### src/logic/comparator_control_pkg.sv
// How it works
// - wake flag needs enable_n low, fresh read, sleep, output change
// - a control register read latches the output as wake reference
// - wake flag holds through other_reset until software clears it or a power-on reset
// - output bit 7 is read-only; writes to it are ignored
// - comparator output also feeds the timer clock mux internally
// - an enabled comparator keeps running through sleep
// - power-on reset loads all ones into the seven stored control fields
// - comparator held powered down while reset is asserted
// - a change seen asleep with wake enabled wakes via reset path
// - control register at 07h holds eight fields, bit 7 output
// - status at 03h: pin wake bit 7, comparator wake bit 6, bit 5 zero
// - raw result high when noninverting input exceeds inverting input
// - polarity, pin, timer, wake bits act only when enabled; reference bits always pass
// - polarity one passes output uninverted, zero inverts it
// - timer select zero routes comparator output as timer clock
`default_nettype none
package comparator_control_pkg;
    // ---------------------------------------------------------------
    // register map
    // ---------------------------------------------------------------
    localparam logic [4:0] STATUS_ADDR = 5'h03;
    localparam logic [4:0] CONTROL_ADDR = 5'h07;
    localparam logic [7:0] CONTROL_RESET = 8'hFF;
    localparam logic [7:0] STATUS_RESET = 8'h00;
    // settling wait in clocks before the output bit is trusted; plain default
    localparam int SETTLE_CYCLES = 4;
    // ---------------------------------------------------------------
    // field positions
    // ---------------------------------------------------------------
    localparam int BIT_OUTPUT = 7;
    localparam int BIT_PIN_EN_N = 6;
    localparam int BIT_POLARITY = 5;
    localparam int BIT_TIMER_SEL = 4;
    localparam int BIT_ENABLE = 3;
    localparam int BIT_NEG_REF = 2;
    localparam int BIT_POS_REF = 1;
    localparam int BIT_WAKE_EN_N = 0;
    localparam int BIT_PIN_WAKE = 7;
    localparam int BIT_CMP_WAKE = 6;
endpackage
`default_nettype wire

### src/logic/comparator_control_wakeup.sv
`timescale 1ns/1ps
`default_nettype none
module comparator_control_wakeup (
    input wire logic clk_sys,
    input wire logic reset_n,
    input wire logic other_reset,
    input wire logic pin_wake_event,
    input wire logic [4:0] reg_addr,
    input wire logic reg_read,
    input wire logic reg_write,
    input wire logic [7:0] reg_wdata,
    output logic [7:0] reg_rdata,
    input wire logic analog_result,
    input wire logic sleep_active,
    output logic comparator_power_on,
    output logic negative_ref_select,
    output logic positive_ref_select,
    output logic comparator_pin_drive,
    output logic comparator_pin_oe_n,
    output logic timer_clock_from_comparator,
    output logic timer_clock_source,
    output logic comparator_wake_req
);
    // ---------------------------------------------------------------
    // state
    // ---------------------------------------------------------------
    typedef struct packed {
        logic [6:0] ctrl;
        logic out_sync;
        logic ref_val;
        logic armed;
        logic cmp_wake;
        logic pin_wake;
        logic wake_req;
        logic [7:0] rdata;
    } state_type;
    state_type state_reg;
    state_type state_next;
    logic enabled;
    logic out_bit;
    logic changed;
    logic ctrl_wr;
    logic ctrl_rd;
    logic stat_wr;
    logic wake_set;

    // ---------------------------------------------------------------
    // decode
    // ---------------------------------------------------------------
    // decoded strobes and qualified output
    assign enabled = state_reg.ctrl[comparator_control_pkg::BIT_ENABLE];
    // polarity only acts while enabled; a disabled core reads as zero
    assign out_bit = state_reg.out_sync ^ (enabled &
        ~state_reg.ctrl[comparator_control_pkg::BIT_POLARITY]);
    assign ctrl_wr = reg_write &&
        reg_addr == comparator_control_pkg::CONTROL_ADDR;
    assign ctrl_rd = reg_read &&
        reg_addr == comparator_control_pkg::CONTROL_ADDR;
    assign stat_wr = reg_write &&
        reg_addr == comparator_control_pkg::STATUS_ADDR;
    assign changed = sleep_active && state_reg.armed &&
        (out_bit != state_reg.ref_val);
    // a change only counts while enabled and with the active-low enable clear
    assign wake_set = changed && enabled &&
        !state_reg.ctrl[comparator_control_pkg::BIT_WAKE_EN_N];

    // ---------------------------------------------------------------
    // next state
    // ---------------------------------------------------------------
    // next-state logic; later branches override earlier ones on purpose
    always_comb begin
        state_next = state_reg;
        state_next.wake_req = 1'b0;
        // one flop on the raw result keeps the change compare glitch free
        state_next.out_sync = analog_result & enabled;
        if (other_reset) begin
            state_next.armed = 1'b0;
        end
        if (ctrl_wr) begin
            // bit 7 is not stored: writes to it vanish
            state_next.ctrl = reg_wdata[6:0];
            state_next.armed = 1'b0;
        end
        if (ctrl_rd) begin
            state_next.ref_val = out_bit;
            state_next.armed = 1'b1;
        end
        if (stat_wr) begin
            state_next.cmp_wake =
                reg_wdata[comparator_control_pkg::BIT_CMP_WAKE];
            state_next.pin_wake =
                reg_wdata[comparator_control_pkg::BIT_PIN_WAKE];
        end
        if (pin_wake_event) begin
            state_next.pin_wake = 1'b1;
        end
        // set wins over a same-cycle clear
        if (wake_set) begin
            state_next.cmp_wake = 1'b1;
            state_next.wake_req = 1'b1;
            state_next.armed = 1'b0;
        end
        state_next.rdata = 8'h00;
        if (reg_addr == comparator_control_pkg::CONTROL_ADDR) begin
            state_next.rdata = {out_bit, state_reg.ctrl};
        end else if (reg_addr == comparator_control_pkg::STATUS_ADDR) begin
            state_next.rdata = {state_reg.pin_wake, state_reg.cmp_wake,
                6'h00};
        end
    end

    // power-on reset only; other resets go through other_reset
    always_ff @(posedge clk_sys or negedge reset_n) begin
        if (!reset_n) begin
            state_reg <= '0;
            // bit 7 is the live output; only the stored fields take the preset
            state_reg.ctrl <=
                comparator_control_pkg::CONTROL_RESET[6:0];
        end else begin
            state_reg <= state_next;
        end
    end

    // ---------------------------------------------------------------
    // outputs to analog core, pin and timer
    // ---------------------------------------------------------------
    assign reg_rdata = state_reg.rdata;
    // runs in sleep too; held off throughout reset
    assign comparator_power_on = reset_n & enabled;
    // reference selects pass straight to the analog input muxes
    assign negative_ref_select =
        state_reg.ctrl[comparator_control_pkg::BIT_NEG_REF];
    assign positive_ref_select =
        state_reg.ctrl[comparator_control_pkg::BIT_POS_REF];
    assign comparator_pin_drive = out_bit;
    assign comparator_pin_oe_n = ~(enabled &
        ~state_reg.ctrl[comparator_control_pkg::BIT_PIN_EN_N]);
    assign timer_clock_from_comparator = enabled &
        ~state_reg.ctrl[comparator_control_pkg::BIT_TIMER_SEL];
    assign timer_clock_source = out_bit;
    assign comparator_wake_req = state_reg.wake_req;

    // ---------------------------------------------------------------
    // checks
    // ---------------------------------------------------------------
    // flag and wake request
    chk_wake_sets: assert property (
        @(posedge clk_sys) disable iff (!reset_n)
        wake_set |=>
            state_reg.cmp_wake)
        else $error("wake flag not set");
    chk_wake_holds: assert property (
        @(posedge clk_sys) disable iff (!reset_n)
        (state_reg.cmp_wake && !stat_wr) |=>
            state_reg.cmp_wake)
        else $error("wake flag dropped");
    chk_wake_pulse: assert property (
        @(posedge clk_sys) disable iff (!reset_n)
        ($rose(state_reg.cmp_wake) && !$past(stat_wr)) |->
            comparator_wake_req)
        else $error("no wake request");
    chk_wake_once: assert property (
        @(posedge clk_sys) disable iff (!reset_n)
        comparator_wake_req |=>
            !comparator_wake_req)
        else $error("wake request too long");
    chk_no_wake_awake: assert property (
        @(posedge clk_sys) disable iff (!reset_n)
        !sleep_active |=>
            !comparator_wake_req)
        else $error("wake while awake");

    // arming of the change compare
    chk_ref_latch: assert property (
        @(posedge clk_sys) disable iff (!reset_n)
        ctrl_rd |=>
            (state_reg.armed && state_reg.ref_val == $past(out_bit)))
        else $error("reference not latched");
    chk_disarm: assert property (
        @(posedge clk_sys) disable iff (!reset_n)
        ((ctrl_wr || other_reset) && !ctrl_rd) |=>
            !state_reg.armed)
        else $error("compare still armed");
    chk_ctrl_kept: assert property (
        @(posedge clk_sys) disable iff (!reset_n)
        (other_reset && !ctrl_wr) |=>
            state_reg.ctrl == $past(state_reg.ctrl))
        else $error("control lost on reset");

    // register view
    chk_ctrl_write: assert property (
        @(posedge clk_sys) disable iff (!reset_n)
        ctrl_wr |=>
            ({1'b0, state_reg.ctrl} == ($past(reg_wdata) & 8'h7F)))
        else $error("control write lost");
    chk_read_output: assert property (
        @(posedge clk_sys) disable iff (!reset_n)
        reg_addr == comparator_control_pkg::CONTROL_ADDR |=>
            reg_rdata[7] == $past(out_bit))
        else $error("output bit not shown");
    chk_status_read: assert property (
        @(posedge clk_sys) disable iff (!reset_n)
        reg_addr == comparator_control_pkg::STATUS_ADDR |=>
            reg_rdata[5:0] == 6'h00)
        else $error("status low bits not zero");
    chk_pin_flag: assert property (
        @(posedge clk_sys) disable iff (!reset_n)
        pin_wake_event |=>
            state_reg.pin_wake)
        else $error("pin wake flag not set");

    // steering and power
    chk_timer_route: assert property (
        @(posedge clk_sys) disable iff (!reset_n)
        !enabled |->
            (!timer_clock_from_comparator && comparator_pin_oe_n))
        else $error("disabled comparator steering");
    chk_sync_off: assert property (
        @(posedge clk_sys) disable iff (!reset_n)
        !enabled |=>
            !state_reg.out_sync)
        else $error("disabled output not low");
    chk_polarity: assert property (
        @(posedge clk_sys) disable iff (!reset_n)
        enabled |-> out_bit == (state_reg.out_sync ^
            !state_reg.ctrl[comparator_control_pkg::BIT_POLARITY]))
        else $error("polarity wrong");
    // no disable here: this one must hold while reset is low
    chk_power_reset: assert property (
        @(posedge clk_sys)
        !reset_n |->
            !comparator_power_on)
        else $error("powered during reset");
endmodule
`default_nettype wire

### config.mk
export PLATFORM = sky130hd
export DESIGN_NAME = comparator_control_wakeup
export DESIGN_NICKNAME = d
export VERILOG_FILES = /design/src/logic/comparator_control_pkg.sv /design/src/logic/comparator_control_wakeup.sv
export SDC_FILE = /design/constraint.sdc
export NUM_CORES = 1
export LEC_CHECK = 0
export BUFFER_PORTS_ARGS = -buffer_cell sky130_fd_sc_hd__buf_4
export CAP_MARGIN = 25
export CORE_UTILIZATION = 43
export CTS_CLUSTER_SIZE = 12
export DETAILED_ROUTE_END_ITERATION = 10
export GPL_TIMING_DRIVEN = 0
export PLACE_DENSITY_LB_ADDON = 0.2
export SYNTH_ARGS = -nofsm -noshare
export SYNTH_HDL_FRONTEND = slang
export SYNTH_SLANG_ARGS = --single-unit
### constraint.sdc
create_clock -name clk_sys -period 1.35 [get_ports clk_sys]
set_input_delay 0.27 -clock clk_sys [delete_from_list [all_inputs] [get_ports clk_sys]]
set_output_delay 0.27 -clock clk_sys [all_outputs]
set_load 0.02 [all_outputs]
==> flow_summary.yaml <==
floorplan:
  die_y_um: 50.3
  dieArea_um2: 2530
  rows: 17
  die_x_um: 50.3
  start_util_pct: 45.4
  pin_count: 37
  core_area_um2: 2210
timing:
  skew_ns: 0.00159
  timing.final.crit_period_ns: 1.75
  timing.final.crit_share_pct: 130
  setup_ws_ns: -0.405
  finalHoldViolations: 0
  slew_viol_final: 0
  tns_ns: -1.49
  rsz0062_at_grt: "true"
  tightest_slew_ns: 0.648
  fmax_ghz: 0.570
  setup_viol: 6
  maxSlewHeadroom_pct: 56.7
critical_path:
  critPathArrivalTime_ns: 1.48
  critPathLaunchType: "flip-flop"
  crit_chain: "nor2b_4, xnor2_2, inv_2, buf_6, buf_6"
  cp_max_fo: 3
  critPathSlowestCell: "dfstp_2"
  crit_family: "flip-flops"
  cpMostUsedCell: "buf_6"
  cp.required_ns: 1.08
  end_kind: "output pin"
  max_stage_delay_ns: 0.57
  crit_buf_inv: 3
  path_class: "flip-flop to output pin"
synthesis:
  async_flop_share_pct: 100
  synth_warnings: 0
  synth_edf_count: 0
  synth_area_leaders: "dfrtp_1 (35%), dfstp_2 (18%), mux2_2 (7.8%)"
  ys_ff_latch: 21
  netlist_area_um2: 1000
  synthCells: 76
  syn_avg_cell_area_um2: 13.2
  synth_top_cell_by_area: "dfrtp_1"
  netlist.area_leader.share_pct: 34.9
  synth_flop_cell: "dfrtp_1"
  synth_nets: 97
  yosys.cell_types.count: 30
  ys_seq_area_share_pct: 53.2
clocking:
  clk_path_buf_depth: 2
  clk_pin_slew_worst_paths_ns: 0.11
  numCtsBuffers: 3
  cts_root_buf: "clkbuf_4"
  h-tree-depth: 1
  cts_tree: "done"
  cts.sinks: 21
  worst_skew_pair.late_latency_ns: 0.29
finish:
  largest_reg_flops: 9
  areaGrowthSynthToFinish_pct: 40.8
  n_antenna_cell: 0
  n_fill_cell: 193
  final_layout_size_suffix_gt1_share_pct: 68.9
  finalInstanceArea_um2: 1420
  nets: 144
outcome:
  status: "complete, but fails checks"
  violations: "negative setup slack"
route:
  vias_per_cell: 4.71
  ant_nets: 0
  drt_iter0_drc: 4
  drc: 0
  wirelength_mm: 2.01
  num_vias: 707
  drtPass1Iterations: 2
  post_drt_wl_per_cell_um: 13.4
global_route:
  grt_first_pass_wirelength_mm: 3.21
  grt_util_all_layers_pct: 17.9
  grt_max_degree: 15
  grt_antenna_before_repair: 0
  grt_pass1_vias: 705
  grt_overflow: 0
placement:
  place_congestion: 0.759
  placed_cell_area_um2: 1330
  dp.final_hpwl_mm: 1.37
  io_buffer_count: 36
run:
  maxCapViolCount: 0
min_path:
  min_path_type: "input pin to flip-flop"
power_and_ir_drop:
  p_leak_nw: 0.704
  vdd_drop_max_v: 0.000775
  p_per_area_nw_per_um2: 1100
-- placed cells by master, fill, tap and decap left out --
cell	count
xnor3_1	1
and2_1	2
a211oi_2	1
nor2b_4	1
nor3_1	1
and4bb_1	1
dlygate4sd3_1	2
nor2_1	3
buf_4	48
nand3_1	1
nand2b_1	2
nand3_4	1
clkinv_2	1
xnor2_2	1
dfrtp_1	14
a2bb2oi_1	1
mux2i_1	1
nand2_1	1
o22ai_1	1
buf_6	3
and3_2	6
nand4bb_4	1
nand3b_1	1
nor2b_2	1
inv_2	1
clkbuf_4	3
mux2_4	1
mux2_2	7
a21oi_1	1
nor2b_1	2
o21ai_0	2
nand4b_1	1
nor2_4	1
dfstp_2	7
-- cell type report --
type,instances,area [um^2],area share (%)
Buffer,11,90.1,6.37
Inverter,1,3.75,0.265
Tap cell,28,35.0,2.48
Clock inverter,1,5.00,0.354
Timing Repair Buffer,42,324,22.9
Multi-Input combinational cell,43,400,28.3
Clock buffer,3,22.5,1.59
Sequential cell,21,534,37.8
-- synthesized netlist by cell type (2+ instances only) --
master and instances:
nand2b_1 2, dfstp_2 7, mux2_2 7, buf_4 10, and3_2 6, nor2b_1 3
nor2_1 3, and2_1 2, dfrtp_1 14, o21ai_0 2
-- per-stage QoR --
| stage | hold WS [ns] | instances | setup slack (ns) | total power [mW] | utilization [%] |
|---|---|---|---|---|---|
| final | 0.180 | 150 | -0.405 | 1.56 | 64.0 |
| after global routing | 0.169 | 150 | -0.443 | 1.63 | 64.0 |
| after CTS | 0.177 | 149 | -0.426 | 1.56 | 63.3 |
| after detailed placement | 0.169 | 140 | -0.179 | 1.20 | 60.0 |
| after global placement | 0.170 | 140 | -0.161 | 1.19 | 60.0 |
| after floorplan | -0.0256 | 76 | -0.00166 | 1.03 | - |
-- what timing repair did --
item	in CTS	in global routing
resized for setup	1	2
hold buffers	2	0
pin swaps	1	1
hold endpoints to repair	14	0
setup buffers	3	1
setup endpoints to repair	8	7
-- final timing paths --
| kind | to | depth (start not counted) | slack (ns) | startpoint |
|---|---|---|---|---|
| min in group asynchronous | reg_rdata[0] | 2 | 0.55 | reset_n |
| worst min-delay path | state_reg[9] | 2 | 0.18 | pin_wake_event |
| worst max-delay path | timer_clock_source | 5 | -0.40 | enabled |
| worst min register to register | reg_rdata[6] | 2 | 0.55 | state_reg[10] |
| max in group asynchronous | comparator_wake_req | 2 | 0.39 | reset_n |
| worst max register to register | state_reg[12] | 6 | -0.21 | enabled |
-- cell families after synthesis --
logic type / after synthesis / synth area share [%]
muxes: 9 / 10.3
xor gates and xnor gates: 2 / 3.11
DFF: 21 / 53.2
buffers and inverters: 12 / 8.97
AOI/OAI and AO/OA: 6 / 3.74
and+or+nand+nor: 26 / 20.7
-- power breakdown --
group | switching [mW] | internal [mW]
Clock | 0.186 | 0.110
Sequential | 0.0497 | 0.722
Combinational | 0.206 | 0.284
Total | 0.441 | 1.12
-- per-layer routing --
layer	track usage [%]	share of wire, %
met1	22.0	42
met2	31.3	52
met3	2.73	3.5
met4	6.94	1.5
met5	0	0
(Power assumes the default switching activity.)
